`src/verilog/cwo_pkg.sv`:
```
// Constants, register map and field layouts of the compare waveform block
package cwo_pkg;

  // ----------------------------------------
  // Sizes
  // ----------------------------------------
  localparam int CWO_NCH   = 8;
  localparam int CWO_NPAIR = 4;
  localparam int CWO_CNT_W = 16;
  localparam int CWO_ADR_W = 8;

  // ----------------------------------------
  // Register byte offsets
  // ----------------------------------------
  localparam logic [7:0] CWO_OFF_CTRL    = 8'h00;
  localparam logic [7:0] CWO_OFF_RELOAD  = 8'h04;
  localparam logic [7:0] CWO_OFF_FUNC_EN = 8'h08;
  localparam logic [7:0] CWO_OFF_FLAG    = 8'h0C;
  localparam logic [7:0] CWO_OFF_COUNT   = 8'h10;
  localparam logic [7:0] CWO_OFF_CMP     = 8'h20;
  localparam logic [7:0] CWO_OFF_CHCTL   = 8'h40;
  localparam logic [7:0] CWO_BANK_MASK   = 8'hE0;
  localparam int         CWO_IDX_LSB     = 2;
  localparam int         CWO_IDX_W       = 3;
  localparam int         CWO_FSEL_LSB    = 8;

  // ----------------------------------------
  // Waveform kinds
  // ----------------------------------------
  localparam logic [1:0] CWO_KIND_SINGLE = 2'h0;
  localparam logic [1:0] CWO_KIND_PHASE  = 2'h1;
  localparam logic [1:0] CWO_KIND_SR     = 2'h2;

  // ----------------------------------------
  // Reset select codes
  // ----------------------------------------
  localparam logic [2:0] CWO_RSEL_FREE   = 3'h0;
  localparam logic [2:0] CWO_RSEL_CH0    = 3'h1;
  localparam logic [2:0] CWO_RSEL_RELOAD = 3'h4;

  // ----------------------------------------
  // Reset values
  // ----------------------------------------
  localparam logic [15:0] CWO_CNT_RST    = 16'h0000;
  localparam logic [15:0] CWO_CNT_ONE    = 16'h0001;
  localparam logic [15:0] CWO_CMP_RST    = 16'h0000;
  localparam logic [15:0] CWO_RELOAD_RST = 16'hFFFF;
  localparam logic [31:0] CWO_WORD_ZERO  = 32'h0000_0000;

  // ----------------------------------------
  // Carriers
  // ----------------------------------------
  typedef struct packed {
    logic       reset_on_reload_match;
    logic       reset_select_mid;
    logic       reset_on_ch0_match;
  } cwo_rsel_type;

  typedef struct packed {
    logic       polarity_flip;
    logic       default_level_select;
    logic [1:0] waveform_kind_select;
  } cwo_chctl_type;

  localparam cwo_chctl_type CWO_CHCTL_RST = '0;
  localparam cwo_rsel_type  CWO_RSEL_RST  = '0;

endpackage

```
`src/verilog/cwo_compare_waveform_output.sv`:
```
// Eight-channel output-compare waveform generator with APB registers
//
// Functional notes
// - Phase-delayed output toggles on each compare match.
// - No reset select: timer free-runs 65536 counts.
// - Channel-0 reset bit clears timer on ch0.
// - Reload reset bit clears timer on reload.
// - Phase-delayed period is 2(n+2) cycles.
// - Function-enable bit starts and stops output.
// - Phase-delayed match sets channel match flag.
// - Software selects the starting output level.
// - Polarity flip inverts the output pin.
// - Set/reset even match drives output high.
// - Set/reset odd match returns output low.
// - Set/reset period 65536 or p+2 counts.
// - Pair starts both enabled, stops both cleared.
// - Each pair match sets its own flag.
// - Set/reset waveform only on even pins.
// - Two-bit field selects the waveform kind.
// - Function select zero makes channel a generator.
// - Odd pin of a set/reset pair released.
//
// Design decisions made here: the APB interface to the registers and the register addresses.
`timescale 1ns/10ps
`default_nettype none

module cwo_compare_waveform_output (
  input  wire logic        pclk,
  input  wire logic        presetn,
  input  wire logic        psel,
  input  wire logic        penable,
  input  wire logic        pwrite,
  input  wire logic [7:0]  paddr,
  input  wire logic [31:0] pwdata,
  output logic      [31:0] prdata,
  output logic             pready,
  output logic             pslverr,
  output logic      [7:0]  waveform_out_pin,
  output logic      [7:0]  odd_pin_released
);

  // ----------------------------------------
  // State
  // ----------------------------------------
  logic [15:0]                count,        next_count;
  logic                       rst_pend,     next_rst_pend;
  cwo_pkg::cwo_rsel_type      rsel,         next_rsel;
  logic [15:0]                reload,       next_reload;
  logic [7:0]                 fen,          next_fen;
  logic [7:0]                 fsel,         next_fsel;
  logic [7:0]                 fen_q,        next_fen_q;
  logic [7:0]                 flag,         next_flag;
  logic [7:0]                 wave,         next_wave;
  logic [7:0]                 pin,          next_pin;
  logic [7:0]                 rel,          next_rel;
  logic [3:0]                 sr_run,       next_sr_run;
  logic [15:0]                cmp   [8],    next_cmp [8];
  cwo_pkg::cwo_chctl_type     ctl   [8],    next_ctl [8];
  logic [31:0]                rdata,        next_rdata;
  logic [7:0]                 match;
  logic [7:0]                 active;
  logic                       setup;
  logic                       wr;
  logic                       mapped;
  logic [2:0]                 idx;

  assign setup  = psel && !penable;
  assign wr     = psel && penable && pwrite;
  assign idx    = paddr[cwo_pkg::CWO_IDX_LSB +: cwo_pkg::CWO_IDX_W];
  assign pready = 1'b1;
  assign pslverr = psel && penable && !mapped;
  assign prdata = rdata;
  assign waveform_out_pin = pin;
  assign odd_pin_released = rel;

  // ----------------------------------------
  // Match and channel qualification
  // ----------------------------------------
  always_comb begin
    for (int j = 0; j < cwo_pkg::CWO_NCH; j++) begin
      match[j]  = (count == cmp[j]);
      active[j] = fen[j] && !fsel[j];
    end
  end

  // ----------------------------------------
  // Next state
  // ----------------------------------------
  always_comb begin
    int e;
    logic pair_sr;
    e             = 0;
    pair_sr       = 1'b0;
    next_rsel     = rsel;
    next_reload   = reload;
    next_fen      = fen;
    next_fsel     = fsel;
    next_fen_q    = fen;
    next_flag     = flag;
    next_wave     = wave;
    next_pin      = pin;
    next_rel      = rel;
    next_sr_run   = sr_run;
    next_rdata    = rdata;
    next_cmp      = cmp;
    next_ctl      = ctl;
    mapped        = 1'b1;

    // Register access decode
    if ((paddr & cwo_pkg::CWO_BANK_MASK) == cwo_pkg::CWO_OFF_CMP) begin
      next_rdata = {16'h0000, cmp[idx]};
      if (wr) begin
        next_cmp[idx] = pwdata[15:0];
      end
    end else if ((paddr & cwo_pkg::CWO_BANK_MASK) == cwo_pkg::CWO_OFF_CHCTL) begin
      next_rdata = {28'h0000000, ctl[idx]};
      if (wr) begin
        next_ctl[idx] = pwdata[3:0];
      end
    end else if (paddr == cwo_pkg::CWO_OFF_CTRL) begin
      next_rdata = {29'h00000000, rsel};
      if (wr) begin
        next_rsel = pwdata[2:0];
      end
    end else if (paddr == cwo_pkg::CWO_OFF_RELOAD) begin
      next_rdata = {16'h0000, reload};
      if (wr) begin
        next_reload = pwdata[15:0];
      end
    end else if (paddr == cwo_pkg::CWO_OFF_FUNC_EN) begin
      next_rdata = {16'h0000, fsel, fen};
      if (wr) begin
        next_fen  = pwdata[7:0];
        next_fsel = pwdata[cwo_pkg::CWO_FSEL_LSB +: 8];
      end
    end else if (paddr == cwo_pkg::CWO_OFF_FLAG) begin
      next_rdata = {24'h000000, flag};
      if (wr) begin
        next_flag = flag & ~pwdata[7:0];
      end
    end else if (paddr == cwo_pkg::CWO_OFF_COUNT) begin
      next_rdata = {16'h0000, count};
    end else begin
      next_rdata = cwo_pkg::CWO_WORD_ZERO;
      mapped     = 1'b0;
    end
    if (!setup) begin
      next_rdata = rdata;
    end

    // Per-channel waveform logic
    for (int j = 0; j < cwo_pkg::CWO_NCH; j++) begin
      e       = j - (j % 2);
      pair_sr = (ctl[e].waveform_kind_select == cwo_pkg::CWO_KIND_SR);
      if (active[j] && match[j]) begin
        next_flag[j] = 1'b1;
      end
      if (pair_sr && (j % 2 == 0)) begin
        if (!sr_run[j/2] && active[j] && active[j+1]) begin
          next_sr_run[j/2] = 1'b1;
          next_wave[j]     = ctl[j].default_level_select;
        end else if (sr_run[j/2] && !active[j] && !active[j+1]) begin
          next_sr_run[j/2] = 1'b0;
        end else if (sr_run[j/2] && match[j+1]) begin
          next_wave[j] = 1'b0;
        end else if (sr_run[j/2] && match[j]) begin
          next_wave[j] = 1'b1;
        end
      end else if (!pair_sr) begin
        if (active[j] && !fen_q[j]) begin
          next_wave[j] = ctl[j].default_level_select;
        end else if (active[j] &&
                     ctl[j].waveform_kind_select == cwo_pkg::CWO_KIND_PHASE) begin
          if (match[j]) begin
            next_wave[j] = !wave[j];
          end
        end else if (active[j] &&
                     ctl[j].waveform_kind_select == cwo_pkg::CWO_KIND_SINGLE) begin
          if (match[j]) begin
            next_wave[j] = !ctl[j].default_level_select;
          end else if (count == cwo_pkg::CWO_CNT_RST) begin
            next_wave[j] = ctl[j].default_level_select;
          end
        end
      end
      // odd pin idle in a pair
      next_rel[j] = pair_sr && (j % 2 == 1);
      next_pin[j] = next_rel[j] ? 1'b0 :
                    (next_wave[j] ^ next_ctl[j].polarity_flip);
    end
  end

  // ----------------------------------------
  // Base timer
  // ----------------------------------------
  // Clear lands one count after the match, giving the n+2 period
  always_comb begin
    next_rst_pend = 1'b0;
    if (rsel == cwo_pkg::CWO_RSEL_CH0) begin
      next_rst_pend = (count == cmp[0]);
    end else if (rsel == cwo_pkg::CWO_RSEL_RELOAD) begin
      next_rst_pend = (count == reload);
    end
    if (rst_pend) begin
      next_count = cwo_pkg::CWO_CNT_RST;
    end else begin
      next_count = count + cwo_pkg::CWO_CNT_ONE;
    end
  end

  // ----------------------------------------
  // Registers
  // ----------------------------------------
  always_ff @(posedge pclk or negedge presetn) begin
    if (!presetn) begin
      count    <= cwo_pkg::CWO_CNT_RST;
      rst_pend <= 1'b0;
      rsel     <= cwo_pkg::CWO_RSEL_RST;
      reload   <= cwo_pkg::CWO_RELOAD_RST;
      fen      <= '0;
      fsel     <= '0;
      fen_q    <= '0;
      flag     <= '0;
      wave     <= '0;
      pin      <= '0;
      rel      <= '0;
      sr_run   <= '0;
      rdata    <= cwo_pkg::CWO_WORD_ZERO;
      for (int j = 0; j < cwo_pkg::CWO_NCH; j++) begin
        cmp[j] <= cwo_pkg::CWO_CMP_RST;
        ctl[j] <= cwo_pkg::CWO_CHCTL_RST;
      end
    end else begin
      count    <= next_count;
      rst_pend <= next_rst_pend;
      rsel     <= next_rsel;
      reload   <= next_reload;
      fen      <= next_fen;
      fsel     <= next_fsel;
      fen_q    <= next_fen_q;
      flag     <= next_flag;
      wave     <= next_wave;
      pin      <= next_pin;
      rel      <= next_rel;
      sr_run   <= next_sr_run;
      rdata    <= next_rdata;
      cmp      <= next_cmp;
      ctl      <= next_ctl;
    end
  end

  logic ph0;
  logic sr2;
  assign ph0 = active[0] && fen_q[0] &&
               ctl[0].waveform_kind_select == cwo_pkg::CWO_KIND_PHASE;
  // Pair 2/3 watched: pair 0/1 is lost whenever channel 0 clears the timer
  assign sr2 = sr_run[1] && active[2] && active[3] &&
               ctl[2].waveform_kind_select == cwo_pkg::CWO_KIND_SR;
endmodule

`default_nettype wire

```
`config.mk`:
```
export PLATFORM = sky130hd
export DESIGN_NAME = cwo_compare_waveform_output
export DESIGN_NICKNAME = d
export VERILOG_FILES = /design/src/verilog/cwo_pkg.sv /design/src/verilog/cwo_compare_waveform_output.sv
export SDC_FILE = /design/constraint.sdc
export NUM_CORES = 1
export LEC_CHECK = 0
export BUFFER_PORTS_ARGS = -buffer_cell sky130_fd_sc_hd__buf_2
export CAP_MARGIN = 10
export CORE_ASPECT_RATIO = 1.75
export CORE_UTILIZATION = 25
export CTS_CLUSTER_DIAMETER = 60
export DETAILED_ROUTE_END_ITERATION = 7
export MAX_ROUTING_LAYER = met4
export PLACE_DENSITY = 0.44
export SKIP_LAST_GASP = 1
export SLEW_MARGIN = 20
export SYNTH_ARGS = -nofsm -noshare
export SYNTH_HDL_FRONTEND = slang
export SYNTH_SLANG_ARGS = --single-unit
```
`constraint.sdc`:
```
create_clock -name pclk -period 2.83 [get_ports pclk]
set_input_delay 0.4245 -clock pclk [delete_from_list [all_inputs] [get_ports pclk]]
set_output_delay 0.4245 -clock pclk [all_outputs]
set_load 0.01 [all_outputs]
```
* Word-level counts from Yosys, hierarchy flattened
Index checks and enable logic that the tools add are counted.
** Storage, ports and cells
- Flip-flop bits (word level) :: 284
- Bits in latches :: 0
- Bits in writable memories :: 0
- ROM bits :: 0
- Output and inout port bits :: 50
- Memories kept :: 0
** Operators by class
- Add/sub/neg operators :: 1
- $mul :: 0
- Div/mod/pow operators :: 0
- Magnitude comparators :: 2
- Equal/unequal tests :: 69
- Shifts and indexed selects :: 0
- Mux-type cells :: 131
- Bitwise operators :: 15
- Reduce and logical (&&, ||, !) cells :: 162
** Operators with widths (count)
- $mux W16 :: 11
- $eq A16 B16 Y1 :: 9
- $bwmux W128 :: 1
- $mux W1 :: 101
- $mux W32 :: 3
- $ne A2 B1 Y1 const B :: 40
- $logic_and A1 B1 Y1 :: 69
- $mux W8 :: 7
- $reduce_and A7 Y1 :: 8
- $bmux W16 S3 :: 1
- $demux W16 S3 :: 1
- $logic_not A1 Y1 :: 46
- $reduce_bool A2 Y1 :: 20
- $bwmux W32 :: 1
- $add A16 B1 Y16 const B :: 1
- $eq A2 B1 Y1 const B :: 8
- $eq A8 B4 Y1 const B :: 2
- $logic_not A16 Y1 :: 1
- $logic_not A2 Y1 :: 8
- $bmux W4 S3 :: 1
- $demux W4 S3 :: 1
- $mux W4 :: 3
- $reduce_and A2 Y1 :: 5
- $and A8 B8 Y8 :: 1
- 17 further kinds :: 31

* Logic depth before layout (Yosys ltp)
Gate-level depths: netlist (run 1).
- Word-level depth :: 11
- Mapped depth :: 12
- Mapped depth without buffers :: 9

* Worst setup path after synthesis (run 1)
No wires, ideal clock.
- Kind :: flip-flop to flip-flop
- From :: register count[0]
- To :: register pin[0] (netlist: waveform_out_pin[0])
- Data arrival time :: 2207 ps
- Data required time :: 2700 ps
- Setup slack :: 493 ps
- Stages on the path, launching flop included :: 12
- Period minus slack after synthesis :: 2337 ps
- Path through :: dfrtp_1 -> buf_2 -> buf_4 -> inv_1 -> ha_1 -> nor4b_2 -> nand4_1 -> nor4_2 -> mux2i_1 -> a221oi_2 -> nor4_4 -> xor2_1
** On the way
- Longest elaborated chain between the ends :: 8
** RTL lines
- start, declared :: RTL line cwo_compare_waveform_output.sv:45 : logic [15:0] count, next_count;
- start signal, assigned :: RTL line cwo_compare_waveform_output.sv:216 : count <= cwo_pkg::CWO_CNT_RST;
- start signal, assigned :: RTL line cwo_compare_waveform_output.sv:234 : count <= next_count;
- $logic_not A16 Y1 / $eq A16 B16 Y1 (equally long branches) :: RTL line cwo_compare_waveform_output.sv:181, cwo_compare_waveform_output.sv:81
- $mux W1 / $logic_and A1 B1 Y1 (equally long branches) :: RTL line cwo_compare_waveform_output.sv:181, cwo_compare_waveform_output.sv:166
- $mux W1, on equally long branches :: RTL line cwo_compare_waveform_output.sv:179, cwo_compare_waveform_output.sv:166
- $mux W1, on equally long branches :: RTL line cwo_compare_waveform_output.sv:177, cwo_compare_waveform_output.sv:164
- $mux W1, on equally long branches :: RTL line cwo_compare_waveform_output.sv:172, cwo_compare_waveform_output.sv:162
- $mux W1, on equally long branches :: RTL line cwo_compare_waveform_output.sv:170, cwo_compare_waveform_output.sv:159
- $mux W1 * :: RTL line cwo_compare_waveform_output.sv:158 : if (pair_sr && (j % 2 == 0)) begin
- net next_wave[0] :: RTL line cwo_compare_waveform_output.sv:53 : logic [7:0] wave, next_wave;
- $xor A1 B1 Y1 * :: RTL line cwo_compare_waveform_output.sv:189 : (next_wave[j] ^ next_ctl[j].polarity_flip);
- net next_pin[0] :: RTL line cwo_compare_waveform_output.sv:54 : logic [7:0] pin, next_pin;
- end signal, assigned :: RTL line cwo_compare_waveform_output.sv:243 : pin <= next_pin;
- end, declared :: RTL line cwo_compare_waveform_output.sv:54
Mark *: on every way through the listed nets, which the timed path passes. The rest lies on a longest branch.
A chain may end at the register's enable or synchronous reset.

* Worst setup path after layout (run 1)
- From :: register count[13]
- To :: register pin[3] (netlist: waveform_out_pin[3])
** On the way
- Longest elaborated chain between the ends :: 9
** RTL lines
- $logic_not A16 Y1 :: RTL line cwo_compare_waveform_output.sv:181 : end else if (count == cwo_pkg::CWO_CNT_RST) begin
- $mux W1 :: RTL line cwo_compare_waveform_output.sv:181
- $mux W1 :: RTL line cwo_compare_waveform_output.sv:179 : if (match[j]) begin
- $mux W1 :: RTL line cwo_compare_waveform_output.sv:177 : end else if (active[j] &&
- $mux W1 * :: RTL line cwo_compare_waveform_output.sv:172 : end else if (active[j] &&
- $mux W1 * :: RTL line cwo_compare_waveform_output.sv:170 : if (active[j] && !fen_q[j]) begin
- $mux W1 * :: RTL line cwo_compare_waveform_output.sv:169 : end else if (!pair_sr) begin
- $xor A1 B1 Y1 * :: RTL line cwo_compare_waveform_output.sv:189
- $mux W1 * :: RTL line cwo_compare_waveform_output.sv:188 : next_pin[j] = next_rel[j] ? 1'b0 :
- net next_pin[3] :: RTL line cwo_compare_waveform_output.sv:54
Marked as above.

==> summary.md, run 1 <==
| Metric | Value |
|---|---|
| Crit end category | flip-flop |
| Post-synth EDFFs | 0 |
| CTS sink cnt | 268 |
| Number of fill cells | 5960 |
| Leading cell types in the layout, fill and taps excluded | dfrtp_1, mux2_2, xnor2_1, buf_4, nor2_1 |
| Root Driver | clkbuf_16 |
| Crit path kind | reg2reg |
| First-pass GRT wire length | 75200 um |
| Library cells used by synthesis | 66 |
| Post-synth top area share | 42.6% |
| Crit path max fanout | 9 |
| Unrepaired setup endpoints after global routing | false |
| Die width | 186 um |
| Initial Util | 25.4% |
| Status | finished, final reports clean |
| Core ar. | 58400 um^2 |
| Highest Clock Rate | 381 MHz |
| Asr flop ratio synth | 100% |
| Diodes inserted | 0 |
| Final Total Pwr | 9.97 mW |
| Top FF cell, synth | dfrtp_1 |
| Area contributors post-synth | dfrtp_1, mux2_2, xnor2_1, mux4_2, xor2_1 |
| Vias in the first global route | 10699 |
| Final period util | 92.8% |
| Vias after detailed routing | 10161 |
| Cts bufs inserted | 28 |
| IO buf count | 57 |
| Antenna viol nets, final | 0 |
| Pwr dens | 577 nW/um^2 |
| Pre-antenna DRT Iters | 5 |
| Setup TNS | 0 ps |
| Met1 usage | 17.8% |
| Seq cells post-synth | 268 |
| Yosys warning total | 0 |
| DRC | 0 |
| Register area | 6730 um^2 |
| Crit path arrival time | 3070 ps |
| Final worst slack | 205 ps |
| Setup Skew | 12.1 ps |
| Per-cell routed wire length | 24.3 um |
| Post-Synthesis Cells | 1228 |
| Register-to-register setup slack | 210 ps |
| Finish-stage setup viols | 0 |
| Worst-path clk slew | 60 ps |
| Pin count of the biggest net entering global routing | 84 |
| Met2 GRT Util | 33.6% |
| Total Routed Length | 51000 um |
| Overall Global Routing Usage | 17.9% |
| Global-route met3 utilization | 1.71% |
| Post-cts sizing count | 0 |
| Max cap viols | 0 |
| Worst-skew pair later-pin latency | 570 ps |
| Place WS | 37.5 ps |
| Layout cells sized above 1 | 35.4% |
| Hold Path Class | in2reg |
| Number of failing hold endpoints at the final stage | 0 |
| Iter 0 DRT Violations | 644 |
| Most common cell after layout, fill and taps aside | dfrtp_1 |
| Nets@finish | 1354 |
| Pleak | 7.75 nW |
| Cell Area, Placed | 16300 um^2 |
| Die H | 324 um |
| Area Overhead vs Synth | 16.7% |
| Gr ovfl total | 0 |
| Grt peak-use layer | met2 |
| GP Congestion | 0.880 |
| Worst-case clock buffer depth | 3 |
| # IOs | 95 |
| CTS H-Tree Depth | 1 |
| CTS tree | yes |
| Die area | 60300 um^2 |
| Area of the multi-input gates | 7440 um^2 |
| Yosys top cell by area | dfrtp_1 |
| Worst VDD drop | 0.000429 V |
| Synth Cell Area | 14800 um^2 |
| Final instance area | 17300 um^2 |
| Finished Core Util | 29.6% |
| Worst Max-Slew Pin Slew | 829 ps |
| Rows | 117 |
| Fraction of the yosys area taken by sequential cells | 45.4% |
| Synthesized area per cell | 12.1 um^2 |
| Rel. slew slack | 44.7% |
| Antenna violations before repair | 0 |
| Post-DP HPWL | 38300 um |
| Critical Path Start Type | flip-flop |
| Minimum clock period | 2620 ps |
| Critical Path RT | 3280 ps |
| Slew Viols, Final | 0 |
| Vias per std cell | 4.84 |
==> where the power goes <==
part           switching (mW)  total [mW]  leakage [nW]  internal, mW
registers               0.246        4.30          3.59          4.06
clock network            1.65        4.04         0.484          2.39
logic                   0.942        1.63          3.68         0.686
==> critical path, stage by stage, from the launching register on <==
cell and delay [ps]:
dfrtp_1 670, xor2_1 160, nor4_2 490, nand4_1 260, or3_1 360, a21oi_1 130
o22ai_1 110, mux2_4 320
==> through the flow <==
step	std cells	hold WS [ps]
after floorplan	1247	129
after global placement	2049	371
after detailed placement	2049	373
after CTS	2101	279
after global routing	2101	300
final	2101	284
==> timing repair <==
| action | 4_1_cts | 5_1_grt |
|---|---|---|
| setup endpoints to repair | 0 | 0 |
| setup buffers | 0 | 0 |
| hold buffers | 1 | 0 |
| hold endpoints to repair | 44 | 0 |
==> Yosys cell counts, types with 3 or more instances <==
cell / count
buf_4: 27
clkbuf_1: 28
a222oi_1: 12
buf_6: 13
or3_1: 3
o31ai_1: 4
mux4_2: 40
dfstp_2: 16
buf_1: 11
and3_1: 4
a21oi_1: 27
dfrtp_1: 252
xor2_1: 53
nor4_1: 10
a221oi_1: 3
xnor2_1: 111
nor4_2: 10
nand2b_1: 14
mux2_2: 193
nand3_1: 23
o21ai_0: 42
a22o_1: 6
nor2_1: 64
mux2_4: 11
a21o_1: 4
and4_1: 5
nor2b_1: 13
inv_1: 14
mux2i_1: 30
nand4_1: 35
nor4_4: 4
nor3_1: 12
a31oi_1: 5
nand2_1: 49
nor3_2: 3
a211oi_1: 3
buf_2: 33
a2111oi_0: 4
==> final timing paths <==
kind,end,from,depth (start not counted)
max reg2reg,waveform_out_pin[3]$_DFF_PN0_,count[13]$_DFF_PN0_,7
min reg2reg,fen_q[3]$_DFF_PN0_,fen[3]$_DFFE_PN0P_,0
min in group asynchronous,count[10]$_DFF_PN0_,presetn,2
max,waveform_out_pin[3]$_DFF_PN0_,count[13]$_DFF_PN0_,7
min,cmp[88]$_DFFE_PN0P_,pwdata[8],2
max in group asynchronous,reload[5]$_DFFE_PN1P_,presetn,3
==> flip-flops by register name, summed over array words and instances (netlist names), 16 cells and up <==
register  count
prdata       16
count        16
cmp         128
ctl          32
reload       16
==> cell families (layout without fill, tap and decap cells) <==
kind of cell	after synthesis	in the layout	synth area share (%)
AOI/OAI and AO/OA	131	131	5.96
xor gates and xnor gates	164	164	9.70
adders and majority gates	2	2	0.169
buffers and inverters	126	207	4.82
DFF	268	268	45.4
muxes	274	274	23.9
other	2	21	0.0507
and+or+nand+nor	261	261	9.99
==> area by class of cell <==
class                   count  share of cell area (%)
clock buffers              41                    4.81
clock inverters            10                   0.905
inverters                  14                   0.304
multi-input cells         853                    43.1
flip-flops and latches    268                    38.9
well taps                 773                    5.60
repair buffers            142                    6.37
==> metal layers <==
layer / vias to the layer above / routed length, um
li1: 4539 / -
met1: 5266 / 17800
met2: 257 / 28600
met3: 99 / 1510
met4: 0 / 3040
met5: - / 0
(Power assumes the default switching activity.)
==> run 2: changes to the inputs <==
BUFFER_PORTS_ARGS = default   (was -buffer_cell sky130_fd_sc_hd__buf_2)
CAP_MARGIN = default   (was 10)
CTS_BUF_LIST = sky130_fd_sc_hd__clkbuf_16   (was default)
DONT_BUFFER_PORTS = 1   (was default)
PLACE_DENSITY = 0.42   (was 0.44)
==> summary.md, run 2 (synthesized netlist as in run 1, its figures left out) <==
| Metric | Value |
|---|---|
| Status | complete, but fails checks |
| Failing checks | hold timing |
| Root Driver | clkbuf_16 |
| Hold_buf cts | 20 (+19) |
| Vias in the first global route | 10349 (-3.3%) |
| Antenna violations before repair | 1 (+1) |
| Number of failing hold endpoints at the final stage | 254 (+254) |
| Setup TNS | 0 ps (unchanged) |
| Slew Viols, Final | 0 (unchanged) |
| Path depth of the worst reg2reg path | 5 (-2) |
| Crit path kind | reg2reg |
| Worst-case clock buffer depth | 3 (unchanged) |
| Worst setup path endpoint | prdata[1]$_DFFE_PN0P_ |
| Minimum clock period | 2660 ps (+39.2 ps) |
| Highest Clock Rate | 375 MHz (-1.5%) |
| Die H | 324 um (unchanged) |
| Hold Path Class | in2async |
| Pin count of the biggest net entering global routing | 269 (+220%) |
| R2r endpoint | prdata[1]$_DFFE_PN0P_ |
| Post-DP HPWL | 36900 um (-3.7%) |
| Leading cell types in the layout, fill and taps excluded | dfrtp_1, mux2_2, xnor2_1, nor2_1, xor2_1 |
| Max cap viols | 0 (unchanged) |
| GP Congestion | 0.854 (-3.0%) |
| CTS sink cnt | 268 (unchanged) |
| Worst Max-Slew Pin Slew | 1230 ps (+397 ps) |
| Cts bufs inserted | 29 (+3.6%) |
| CTS tree | yes |
| Layout cells sized above 1 | 30.0% (-5.4 points) |
| Pwr dens | 569 nW/um^2 (-1.5%) |
| Rows | 117 (unchanged) |
| Overall Global Routing Usage | 18.2% (+0.28 points) |
| Most common cell after layout, fill and taps aside | dfrtp_1 |
| Final worst slack | 166 ps (-39.2 ps) |
| Critical Path Start Type | flip-flop |
| Number of flip-flops under the largest register name | 128 (unchanged) |
| IO buf count | 0 (-100%) |
| Area Overhead vs Synth | 13.8% |
| Worst-path clk slew | 70 ps (about the same) |
| CTS H-Tree Depth | 1 (unchanged) |
| Nets@finish | 1291 (-4.7%) |
| Vias per std cell | 4.83 (-0.18%) |
| Worst r2r src | ctl[21]$_DFFE_PN0P_ |
| Worst VDD drop | 0.000409 V (-4.6%) |
| Crit end category | flip-flop |
| Pre-antenna DRT Iters | 6 (+1) |
| Rel. slew slack | 18.0% (-27 points) |
| Iter 0 DRT Violations | 754 (+17%) |
| Critical Path RT | 3240 ps (-40 ps) |
| Vias after detailed routing | 9863 (-2.9%) |
| First-pass GRT wire length | 75500 um (+0.42%) |
| Finish-stage setup viols | 0 (unchanged) |
| Worst-skew pair later-pin latency | 580 ps (about the same) |
| Crit path arrival time | 3080 ps (about the same) |
| Gr ovfl total | 0 (unchanged) |
| Die area | 60300 um^2 (unchanged) |
| Setup Skew | 15.7 ps (+3.60 ps) |
| Hold WS | -430 ps (-714 ps) |
| Crit path max fanout | 7 (-2) |
| Unrepaired setup endpoints after global routing | false |
| Postcts setup bufs | 0 (unchanged) |
| Number of fill cells | 5988 (+0.47%) |
| Die width | 186 um (unchanged) |
| Initial Util | 25.4% (unchanged) |
| Total Routed Length | 52100 um (+2.2%) |
| Per-cell routed wire length | 25.5 um (+5.1%) |
| Pleak | 7.43 nW (-4.2%) |
| Final period util | 94.1% (+1.4 points) |
| Place WS | 8.98 ps (-28.5 ps) |
| # IOs | 95 (unchanged) |
| Biggest register | cmp |
| Worst Setup SP | ctl[21]$_DFFE_PN0P_ |
| Antenna viol nets, final | 0 (unchanged) |
| Core ar. | 58400 um^2 (unchanged) |
| DRC | 0 (unchanged) |
| Top flop regs | cmp: 128 flops, ctl: 32 flops |
| Register-to-register setup slack | 170 ps (-40 ps) |
==> run 2: layer usage <==
metal  part of all wire (%)  global-route usage, %  wire length [um]  vias up
li1                       -                      -                 -     4414
met1                     35                   17.8             18100     5126
met2                     57                   34.8             29700      236
met3                    2.9                   1.71              1490       87
met4                    5.4                   9.47              2840        0
met5                      0                      -                 0        -
==> run 2: stage by stage <==
step           util (%)  total power [mW]  hold slack [ps]  cell area, um^2  instances
4_1_cts            28.8              9.74             -465            16800       2039
5_1_grt            28.8              9.96             -455            16800       2042
6_report           28.8              9.58             -430            16900       2043
2_1_floorplan         -              5.33              129            14900       1247
3_5_place_dp       26.9              5.70              154            15700       1966
3_3_place_gp       26.9              5.68              151            15700       1966
==> run 2: cell type report <==
class / instances / area [um^2] / area share, %
Sequential cell: 268 / 6730 / 39.9
Clock inverter: 24 / 206 / 1.23
Inverter: 14 / 52.6 / 0.312
Multi-Input combinational cell: 853 / 7450 / 44.2
Tap cell: 773 / 967 / 5.74
Timing Repair Buffer: 78 / 711 / 4.22
Antenna cell: 4 / 10.0 / 0.0594
Clock buffer: 29 / 726 / 4.31
==> run 2: power by group <==
group | total (mW) | switching (mW) | internal, mW
clock | 3.89 | 1.67 | 2.21
combinational | 1.38 | 0.769 | 0.613
sequential | 4.32 | 0.258 | 4.06
==> run 2: worst min-delay path by stage <==
stage / slack, ps / cells past startpoint / end / start
after CTS: -460 / 0 / wave[1]$_DFF_PN0_ / presetn
after detailed placement: 150 / 0 / cmp[119]$_DFFE_PN0P_ / presetn
after floorplan: 130 / 0 / cmp[0]$_DFFE_PN0P_ / presetn
after global placement: 150 / 0 / cmp[71]$_DFFE_PN0P_ / presetn
after global routing: -450 / 0 / cmp[119]$_DFFE_PN0P_ / presetn
final: -430 / 0 / cmp[119]$_DFFE_PN0P_ / presetn
==> run 2: critical path: stages (launching register included) <==
cell	delay, ps
dfrtp_1	460
mux4_2	530
mux2i_1	210
nor2_1	70
a2111oi_1	1080
o21ai_0	170
==> run 2: timing repair <==
action                     4_1_cts  5_1_grt
gates resized for setup          1        0
hold endpoints to repair       448      254
setup endpoints to repair        1        0
